**src/rtl/ext_irq_pkg.sv**
```systemverilog
// Purpose: Shared constants, types and helpers of the external interrupt
//          sense block.
// Assumes: 125 MHz pclk; registers reached over APB by word index.
// Notes:   Byte address of a register is its index shifted left by two.
package ext_irq_pkg;

  // Bus geometry
  localparam int          ADDR_W     = 12;
  localparam int          DATA_W     = 32;
  localparam int          IDX_W      = ADDR_W - 2;

  // Register indices
  localparam logic [7:0]  IDX_PC_FLAG  = 8'h1B;
  localparam logic [7:0]  IDX_FLAG     = 8'h1C;
  localparam logic [7:0]  IDX_MASK     = 8'h1D;
  localparam logic [7:0]  IDX_PC_CTRL  = 8'h68;
  localparam logic [7:0]  IDX_LOWER    = 8'h69;
  localparam logic [7:0]  IDX_UPPER    = 8'h6A;
  localparam logic [7:0]  IDX_PC_MASK0 = 8'h6B;
  localparam logic [7:0]  IDX_PC_MASK1 = 8'h6C;

  // Reset values
  localparam logic [7:0]  RST_BYTE   = 8'h00;
  localparam logic [4:0]  RST_MASK1  = 5'h00;
  localparam logic [1:0]  RST_PAIR   = 2'h0;

  // Line counts and field positions
  localparam int          EXT_LINES  = 8;
  localparam int          LOW_LINES  = 4;
  localparam int          PC_LINES   = 13;
  localparam int          PC_G0_W    = 8;
  localparam int          PC_G1_W    = PC_LINES - PC_G0_W;
  localparam int          FLD_GRP0   = 0;
  localparam int          FLD_GRP1   = 1;

  // Start-up time after a deep sleep wake
  localparam int          CLK_MHZ         = 125;
  localparam int          STARTUP_TIME_NS = 1000;
  localparam int          STARTUP_CYCLES  =
    (STARTUP_TIME_NS * CLK_MHZ + 999) / 1000;

  typedef enum logic [1:0] {
    SENSE_LOW, SENSE_ANY, SENSE_FALL, SENSE_RISE
  } sense_t;

  typedef enum logic [1:0] {PWR_RUN, PWR_SLEEP, PWR_STARTUP} pwr_state_t;

  // Requests presented to the core
  typedef struct packed {
    logic [EXT_LINES-1:0] ext;     // Per-line external requests
    logic                 grp1;    // Pin-change group 1 request
    logic                 grp0;    // Pin-change group 0 request
    logic                 wake;    // Wake pulse out of sleep
  } irq_out_t;

  // Edge match of one line for its two-bit sense select
  function automatic logic sense_hit(input logic [1:0] sel,
                                     input logic       prev,
                                     input logic       cur);
    unique case (sense_t'(sel))
      SENSE_LOW:  sense_hit = 1'b0;
      SENSE_ANY:  sense_hit = prev ^ cur;
      SENSE_FALL: sense_hit = prev & ~cur;
      SENSE_RISE: sense_hit = ~prev & cur;
    endcase
  endfunction

  // Word index decode of an APB byte address
  function automatic logic reg_hit(input logic [ADDR_W-1:0] addr,
                                   input logic [7:0]        idx);
    reg_hit = (addr[ADDR_W-1:2] == IDX_W'(idx)) && (addr[1:0] == 2'h0);
  endfunction

endpackage

```
**src/rtl/ext_irq_sense.sv**
```systemverilog
// Purpose: Sense logic for eight external interrupt lines and thirteen
//          pin-change lines, with APB registers and sleep wake-up.
// Assumes: pclk stands for the always-on core clock; the I/O clock is
//          modelled by io_clk_run, which gates the sampled upper lines.
// Notes:   All pins are synchronised by two flip-flops before use.
//
// Summary of operation
// - Requests come from pin levels, whatever the pin direction is.
// - Group 0 requests when an enabled pin-change line 7:0 toggles.
// - Group 1 requests when an enabled pin-change line 12:8 toggles.
// - Pin changes are seen without the I/O clock and wake any sleep.
// - Enabled low-level line requests for as long as pin stays low.
// - Edges on lines 7:4 are seen only while the I/O clock runs.
// - Low levels and edges on lines 3:0 need no I/O clock; they wake.
// - I/O clock stops in every sleep except idle.
// - Level lost before start-up ends: wake still, but no request.
// - Line request reaches core only with global enable and mask set.
// - Lines 3:0 sense: low, any edge, falling, rising.
// - Lines 7:4 sense: low, any change, falling, rising between samples.
// - Lines 7:4 sampled on clock; pulses over one period are caught.
// - Edges on lines 3:0 are registered without the I/O clock.
// - Upper sense register: line 7 in bits 7:6 to line 4; reset zero.
// - Flags set on trigger, clear on service or write one; zero in level.
// - One mask bit per external line, reset to zero.
// - One mask bit per pin-change line selects its group contribution.
//
// Decided for this implementation: the APB slave port.
`timescale 1ns/1ps

module ext_irq_sense #(
  parameter int STARTUP_CYC = ext_irq_pkg::STARTUP_CYCLES
) (
  input  wire logic                            pclk,          // Clock
  input  wire logic                            presetn,       // Reset, low
  input  wire logic                            psel,          // APB select
  input  wire logic                            penable,       // APB enable
  input  wire logic                            pwrite,        // APB write
  input  wire logic [ext_irq_pkg::ADDR_W-1:0]  paddr,         // APB address
  input  wire logic [ext_irq_pkg::DATA_W-1:0]  pwdata,        // APB wdata
  output      logic [ext_irq_pkg::DATA_W-1:0]  prdata,        // APB rdata
  output      logic                            pready,        // APB ready
  output      logic                            pslverr,       // Unmapped
  input  wire logic [ext_irq_pkg::EXT_LINES-1:0] ext_line,    // Ext pins
  input  wire logic [ext_irq_pkg::PC_LINES-1:0]  pin_change_line, // PC pins
  input  wire logic                            cpu_global_ie, // Core I-bit
  input  wire logic [ext_irq_pkg::EXT_LINES-1:0] ext_irq_ack, // Serviced
  input  wire logic [1:0]                      pc_irq_ack,    // Serviced
  input  wire logic                            sleep_req,     // Enter sleep
  input  wire logic                            sleep_is_idle, // Idle mode
  output      ext_irq_pkg::irq_out_t           irq_out,       // Requests
  output      logic                            io_clk_run     // I/O clock
);
  import ext_irq_pkg::*;

  // Pin synchronisers and previous samples
  logic [EXT_LINES-1:0] ext_meta_reg;
  logic [EXT_LINES-1:0] ext_sync_reg;
  logic [EXT_LINES-1:0] ext_prev_reg;
  logic [PC_LINES-1:0]  pc_meta_reg;
  logic [PC_LINES-1:0]  pc_sync_reg;
  logic [PC_LINES-1:0]  pc_prev_reg;

  // Software registers
  logic [7:0]           lower_reg;
  logic [7:0]           upper_reg;
  logic [7:0]           mask_reg;
  logic [7:0]           flag_reg;
  logic [7:0]           flag_next;
  logic [PC_G0_W-1:0]   pc_mask0_reg;
  logic [PC_G1_W-1:0]   pc_mask1_reg;
  logic [1:0]           pc_ctrl_reg;
  logic [1:0]           pc_flag_reg;
  logic [1:0]           pc_flag_next;

  // Sleep and start-up sequencing
  pwr_state_t           pwr_reg;
  pwr_state_t           pwr_next;
  logic [15:0]          startup_cnt_reg;
  logic                 startup_busy;
  logic                 wake_evt;

  // Detection terms
  logic [15:0]          sense_sel;
  logic [EXT_LINES-1:0] level_mode;
  logic [EXT_LINES-1:0] edge_set;
  logic [EXT_LINES-1:0] level_req;
  logic [EXT_LINES-1:0] ext_req;
  logic [1:0]           pc_hit;
  logic [1:0]           pc_req;
  irq_out_t             irq_next;

  // Bus strobes
  logic                 wr_en;
  logic                 rd_setup;
  logic                 mapped;
  logic [7:0]           wbyte;
  logic [7:0]           rd_mux;

  // Two flip-flops on every pin; only the second stage feeds logic.
  // Pin direction plays no part, so software can drive its own pins.
  always_ff @(posedge pclk or negedge presetn) begin
    if (!presetn) begin
      ext_meta_reg <= RST_BYTE;
      ext_sync_reg <= RST_BYTE;
      pc_meta_reg  <= '0;
      pc_sync_reg  <= '0;
    end else begin
      ext_meta_reg <= ext_line;
      ext_sync_reg <= ext_meta_reg;
      pc_meta_reg  <= pin_change_line;
      pc_sync_reg  <= pc_meta_reg;
    end
  end

  // Lower lines and pin changes are watched on the core clock, which
  // keeps running in sleep; the upper lines only sample on I/O clock.
  always_ff @(posedge pclk or negedge presetn) begin
    if (!presetn) begin
      ext_prev_reg <= RST_BYTE;
      pc_prev_reg  <= '0;
    end else begin
      ext_prev_reg[LOW_LINES-1:0] <= ext_sync_reg[LOW_LINES-1:0];
      pc_prev_reg                 <= pc_sync_reg;
      if (io_clk_run) begin
        ext_prev_reg[EXT_LINES-1:LOW_LINES] <=
          ext_sync_reg[EXT_LINES-1:LOW_LINES];
      end
    end
  end

  // Sense decode per line
  assign sense_sel = {upper_reg, lower_reg};

  always_comb begin
    for (int i = 0; i < EXT_LINES; i++) begin
      level_mode[i] = (sense_sel[2*i +: 2] == 2'(SENSE_LOW));
      // Lower lines: edge found on the always-running core clock
      if (i < LOW_LINES) begin
        edge_set[i] = sense_hit(sense_sel[2*i +: 2], ext_prev_reg[i],
                                ext_sync_reg[i]);
      end else begin
        // Upper lines: frozen while the I/O clock is stopped
        edge_set[i] = io_clk_run &
                      sense_hit(sense_sel[2*i +: 2], ext_prev_reg[i],
                                ext_sync_reg[i]);
      end
      // A level lost during start-up leaves no request behind
      level_req[i] = level_mode[i] & ~ext_sync_reg[i] &
                     ~startup_busy;
    end
  end

  // Pin-change toggles per group through the per-pin masks
  assign pc_hit[0] = |((pc_sync_reg[PC_G0_W-1:0] ^
                        pc_prev_reg[PC_G0_W-1:0]) & pc_mask0_reg);
  assign pc_hit[1] = |((pc_sync_reg[PC_LINES-1:PC_G0_W] ^
                        pc_prev_reg[PC_LINES-1:PC_G0_W]) &
                       pc_mask1_reg);

  // APB strobes; the slave never inserts wait states
  assign wr_en    = psel & penable & pwrite;
  assign rd_setup = psel & ~penable & ~pwrite;
  assign wbyte    = pwdata[7:0];
  assign pready   = 1'b1;
  assign mapped   = reg_hit(paddr, IDX_PC_FLAG) | reg_hit(paddr, IDX_FLAG) |
                    reg_hit(paddr, IDX_MASK)    | reg_hit(paddr, IDX_PC_CTRL) |
                    reg_hit(paddr, IDX_LOWER)   | reg_hit(paddr, IDX_UPPER) |
                    reg_hit(paddr, IDX_PC_MASK0) | reg_hit(paddr, IDX_PC_MASK1);
  assign pslverr  = psel & penable & ~mapped;

  // Sense, mask and group control registers
  always_ff @(posedge pclk or negedge presetn) begin
    if (!presetn) begin
      lower_reg    <= RST_BYTE;
      upper_reg    <= RST_BYTE;
      mask_reg     <= RST_BYTE;
      pc_mask0_reg <= RST_BYTE;
      pc_mask1_reg <= RST_MASK1;
      pc_ctrl_reg  <= RST_PAIR;
    end else if (wr_en) begin
      if (reg_hit(paddr, IDX_LOWER))    lower_reg    <= wbyte;
      if (reg_hit(paddr, IDX_UPPER))    upper_reg    <= wbyte;
      if (reg_hit(paddr, IDX_MASK))     mask_reg     <= wbyte;
      if (reg_hit(paddr, IDX_PC_MASK0)) pc_mask0_reg <= wbyte;
      if (reg_hit(paddr, IDX_PC_MASK1)) begin
        pc_mask1_reg <= wbyte[PC_G1_W-1:0];
      end
      if (reg_hit(paddr, IDX_PC_CTRL))  pc_ctrl_reg  <= wbyte[1:0];
    end
  end

  // Flags: a new trigger beats a clear in the same cycle, so no event
  // is lost; level-mode lines keep their flag at zero.
  always_comb begin
    logic [7:0] clr;
    logic [1:0] pclr;
    clr  = ext_irq_ack;
    pclr = pc_irq_ack;
    if (wr_en && reg_hit(paddr, IDX_FLAG))    clr  = clr | wbyte;
    if (wr_en && reg_hit(paddr, IDX_PC_FLAG)) pclr = pclr | wbyte[1:0];
    flag_next    = ((flag_reg & ~clr) | edge_set) & ~level_mode;
    pc_flag_next = (pc_flag_reg & ~pclr) | pc_hit;
  end

  always_ff @(posedge pclk or negedge presetn) begin
    if (!presetn) begin
      flag_reg    <= RST_BYTE;
      pc_flag_reg <= RST_PAIR;
    end else begin
      flag_reg    <= flag_next;
      pc_flag_reg <= pc_flag_next;
    end
  end

  // Requests to the core need the global enable and the line's mask
  assign ext_req = (flag_reg | level_req) & mask_reg;
  assign pc_req  = pc_flag_reg & pc_ctrl_reg;

  // Wake sources: masked low levels, lower edges and pin changes work
  // without the I/O clock; in idle the upper edges can wake as well.
  assign wake_evt = (|(level_mode & ~ext_sync_reg & mask_reg)) |
                    (|ext_req[LOW_LINES-1:0])                  |
                    (sleep_is_idle & (|ext_req))               |
                    (|pc_req);

  // Sleep sequencing; a deep sleep wake passes through start-up
  always_comb begin
    pwr_next = pwr_reg;
    unique case (pwr_reg)
      PWR_RUN: begin
        if (sleep_req) pwr_next = PWR_SLEEP;
      end
      PWR_SLEEP: begin
        if (wake_evt) pwr_next = sleep_is_idle ? PWR_RUN : PWR_STARTUP;
      end
      PWR_STARTUP: begin
        if (startup_cnt_reg == 16'(STARTUP_CYC - 1)) pwr_next = PWR_RUN;
      end
    endcase
  end

  always_ff @(posedge pclk or negedge presetn) begin
    if (!presetn) begin
      pwr_reg <= PWR_RUN;
    end else begin
      pwr_reg <= pwr_next;
    end
  end

  // Start-up counter; levels are only honoured after it expires
  always_ff @(posedge pclk or negedge presetn) begin
    if (!presetn) begin
      startup_cnt_reg <= 16'h0000;
    end else if (pwr_reg == PWR_STARTUP) begin
      startup_cnt_reg <= startup_cnt_reg + 16'h0001;
    end else begin
      startup_cnt_reg <= 16'h0000;
    end
  end

  assign startup_busy = (pwr_reg == PWR_STARTUP);

  // The I/O clock runs awake and in idle only
  assign io_clk_run = (pwr_reg == PWR_RUN) ||
                      ((pwr_reg == PWR_SLEEP) && sleep_is_idle);

  // Registered request outputs
  always_comb begin
    irq_next      = '0;
    irq_next.ext  = ext_req & {EXT_LINES{cpu_global_ie}};
    irq_next.grp0 = pc_req[FLD_GRP0] & cpu_global_ie;
    irq_next.grp1 = pc_req[FLD_GRP1] & cpu_global_ie;
    irq_next.wake = (pwr_reg == PWR_SLEEP) && wake_evt;
  end

  always_ff @(posedge pclk or negedge presetn) begin
    if (!presetn) begin
      irq_out <= '0;
    end else begin
      irq_out <= irq_next;
    end
  end

  // Read mux; reads show live flags and the register contents
  always_comb begin
    rd_mux = RST_BYTE;
    if (reg_hit(paddr, IDX_LOWER))    rd_mux = lower_reg;
    if (reg_hit(paddr, IDX_UPPER))    rd_mux = upper_reg;
    if (reg_hit(paddr, IDX_MASK))     rd_mux = mask_reg;
    if (reg_hit(paddr, IDX_FLAG))     rd_mux = flag_reg;
    if (reg_hit(paddr, IDX_PC_MASK0)) rd_mux = pc_mask0_reg;
    if (reg_hit(paddr, IDX_PC_MASK1)) rd_mux = {3'h0, pc_mask1_reg};
    if (reg_hit(paddr, IDX_PC_CTRL))  rd_mux = {6'h00, pc_ctrl_reg};
    if (reg_hit(paddr, IDX_PC_FLAG))  rd_mux = {6'h00, pc_flag_reg};
  end

  // Read data is captured in the setup cycle so prdata is a flop
  always_ff @(posedge pclk or negedge presetn) begin
    if (!presetn) begin
      prdata <= 32'h0000_0000;
    end else if (rd_setup) begin
      prdata <= {24'h00_0000, rd_mux};
    end
  end

endmodule
```
**config.mk**
```make
export PLATFORM = sky130hd
export DESIGN_NAME = ext_irq_sense
export DESIGN_NICKNAME = d
export VERILOG_FILES = /design/src/rtl/ext_irq_pkg.sv /design/src/rtl/ext_irq_sense.sv
export SDC_FILE = /design/constraint.sdc
export NUM_CORES = 1
export LEC_CHECK = 0
export BUFFER_PORTS_ARGS = -buffer_cell sky130_fd_sc_hd__buf_4
export CORE_MARGIN = 2
export CORE_UTILIZATION = 56
export DETAILED_ROUTE_END_ITERATION = 10
export PLACE_DENSITY = 0.8
export SETUP_SLACK_MARGIN = 0.3
export SLEW_MARGIN = 10
export SYNTH_ARGS = -nofsm -noshare
export SYNTH_HDL_FRONTEND = slang
export SYNTH_SLANG_ARGS = --single-unit
```
**constraint.sdc**
```tcl
create_clock -name pclk -period 2.6 [get_ports pclk]
set_clock_uncertainty 0.05 [all_clocks]
set_input_delay 0.26 -clock pclk [delete_from_list [all_inputs] [get_ports pclk]]
set_output_delay 0.26 -clock pclk [all_outputs]
set_load 0.05 [all_outputs]
```
==> run summary <==
Status = completed
Hold WS = 0.0473 ns
Cell Pwr Density = 654 mW/mm2
Gate count after technology mapping = 608
Max-slew headroom = 62.0%
Worst-skew pair later-pin latency = 0.44 ns
Fin. max-slew vios = 0
Main combinational cell family by area after synthesis = simple AND/OR/NAND/NOR gates
Critical path's largest stage delay = 0.63 ns
Post-Route WL = 16.9 mm
R2r endpoint = pwr_reg[1]
Worst hold path type = in2reg
Flop pwr share = 43.9%
Pin count of the biggest net entering global routing = 62
Lkg Pwr = 0.00412 uW
Post-synthesis register bit count = 149
CTS root buffer = clkbuf_16
Fill cells = 852
RePlAce Congestion = 0.905
CTS tree = done
Clock power frac = 43.8%
Post-DR vias/cell = 5.85
Worst setup SP type = primary input
Fin crit share = 85.6%
Post-Place Cells = 853
Mapped Area = 0.00698 mm2
Synth Area in Compound Gates = 10.7%
Worst slew pin tran = 0.568 ns
First-pass GRT wire length = 27.3 mm
Starting Density = 57.6%
I/O pin cnt = 129
Fmax = 449 MHz
Most used cell, CP = buf_4
Die ar. = 0.0134 mm2
Hold_sp = pwdata[7]
Clock sink total = 149
Final setup violation count = 0
Vias in the first global route = 5343
Switching fraction of total power = 27.0%
Post-Synth XOR/XNOR Area = 3.01%
Peak VDD IR = 522 uV
Worst R2R Start = pwr_reg[0]
Main area contributors after synthesis = dfrtp_1, mux2_2, ha_1
Final Cell Area = 0.00860 mm2
Synth unique cells = 69
Area Overhead vs Synth = 23.3%
Diode count = 0
Htree depth = 4
Syn. warnings = 0
R2R setup slack = 0.41 ns
Worst-path clk slew = 0.06 ns
Sw Pwr = 1520 uW
Worst path arrival time = 1.92 ns
TNS Setup = 0 ns
Crit path launch = paddr[3]
Top cell type's share of synthesized area = 53.4%
Critical path depth in cells = 6
Clock Path Buffers = 2
Number of antenna violations at the first check in global routing = 0
EDFF count, synth = 0
Cell Int Power = 4110 uW
Seq/Total Area, Yosys = 53.4%
DR iter-0 viols = 610
Post-synthesis area per instance = 11.5 um2
Fin cells = 908
Floorplan core area = 0.0121 mm2
Dominant cell type by area after synthesis = dfrtp_1
Synth Area in Adders = 3.94%
Critical setup path kind = in2out
Async S/R FF share, synth = 100%
Mux cell area share after synthesis = 7.74%
Row cnt = 40
Unrepaired setup endpoints after global routing = false
Routed len/inst = 18.6 um
Die W = 116 um
Via count = 5311
Register-to-Register Path Depth = 7
DRC = 0
Detail Route Antenna Nets = 0
Drt pass-1 iters = 8
Comb pwr share = 12.3%
CP Max Fanout = 19
Endpoint class of the critical path = output port
CP required = 2.29 ns
Simple-gate share of the synthesized area = 15.6%
CP top delay family = simple AND/OR/NAND/NOR gates
Count of input and output buffers = 79
Crit-path slowest cell = or4bb_1
Crit path capture = pslverr
# Max-Cap Violations = 0
Final Hold Vio Count = 0
CTS buffer count = 17
DPL Wire Length = 11.6 mm
Post-layout nets = 832
Finished Core Util = 71.0%
Post-layout min period = 2.23 ns
Commonest cells in the netlist = dfrtp_1, inv_1, nand2_1
Buffers & Inverters on Critical Path = 2
GRT Resource Usage Total = 27.1%
Placed cell areas = 0.00775 mm2
Max reg flops = 16
Crit path cell chain = buf_4 > or4bb_1 > nor3_2 > nor2_2 > nor4b_4 > buf_4
Chip height = 116 um
Most frequent cell after synthesis = dfrtp_1
Layout cells sized above 1 = 24.9%
Synth Flop Type = dfrtp_1
Total grt overflow = 0
## final cells by class
cell class              count  area (um2)  area share, %
clock buffers              18         429           4.99
clock inverters            14         163           1.89
inverters                  34         128           1.48
multi-input cells         408        3000           34.8
flip-flops and latches    149        3730           43.3
well taps                 168         210           2.44
repair buffers            117         950           11.0
## through the flow
step	setup WS, ns	total power, uW
6_report	0.374	5630
5_1_grt	0.312	5860
4_1_cts	0.353	5670
3_5_place_dp	0.139	3160
3_3_place_gp	0.288	3120
2_1_floorplan	0.360	2930
## worst min path at each step
| stage | end | slack (ns) | depth (start not counted) |
|---|---|---|---|
| finish | upper_reg[7] | 0.05 | 2 |
| detailed placement | pc_meta_reg[7] | 0.22 | 1 |
| global route | upper_reg[6] | 0.05 | 2 |
| CTS | pc_flag_reg[1] | 0.03 | 3 |
| floorplan | ext_meta_reg[0] | -0.09 | 0 |
| global placement | pc_meta_reg[0] | 0.20 | 1 |
## power by group through the flow
stage | clock network (uW) | logic [uW] | registers [uW]
final | 2470 | 692 | 2470
after global routing | 2610 | 768 | 2480
after CTS | 2520 | 680 | 2470
after detailed placement | 0 | 644 | 2510
after global placement | 0 | 616 | 2500
after floorplan | 0 | 436 | 2500
## cells in the final DEF, fill, tap and decap left out, types with 4 or more instances in the layout
cell type / count
a22oi_1: 6
inv_1: 34
nor4b_1: 4
nor2_1: 30
and2_1: 12
and3b_1: 4
mux2i_1: 6
nor2b_1: 5
dlygate4sd3_1: 22
xor2_1: 20
a211o_1: 4
a21boi_0: 4
buf_4: 93
a21oi_1: 22
a222oi_1: 6
inv_6: 7
nor4_1: 10
nand4_1: 12
o21ai_0: 16
dfrtp_1: 149
mux2_2: 32
clkbuf_16: 17
xnor2_1: 4
or2_2: 5
o21ai_1: 9
conb_1: 25
o31ai_1: 4
ha_1: 21
nand3_1: 9
mux2_4: 8
nand2_1: 34
nand2b_1: 10
and3_1: 10
nor3_1: 11
## repair_timing
item / CTS / global route
gates cloned: 0 / 0
gates resized for setup: 2 / 8
pin swaps: 0 / 1
setup buffers: 0 / 1
hold endpoints to repair: 79 / 0
hold buffers: 22 / 0
setup endpoints to repair: 2 / 3
## kinds of logic after synthesis
logic type      after synthesis
simple gates                184
flops                       149
compound gates              107
buf+inv                      74
mux                          46
xor+xnor                     24
fa+ha+maj                    22
other cells                   2
## metal layers
layer / vias to the layer above / track usage (%) / share of wire (%)
met1: 2634 / 35.0 / 40
li1: 2376 / - / -
met4: 0 / 11.0 / 2.5
met3: 50 / 7.37 / 7.9
met2: 251 / 43.7 / 50
met5: - / 0 / 0
Note: power is estimated with default switching activity, not from simulation.
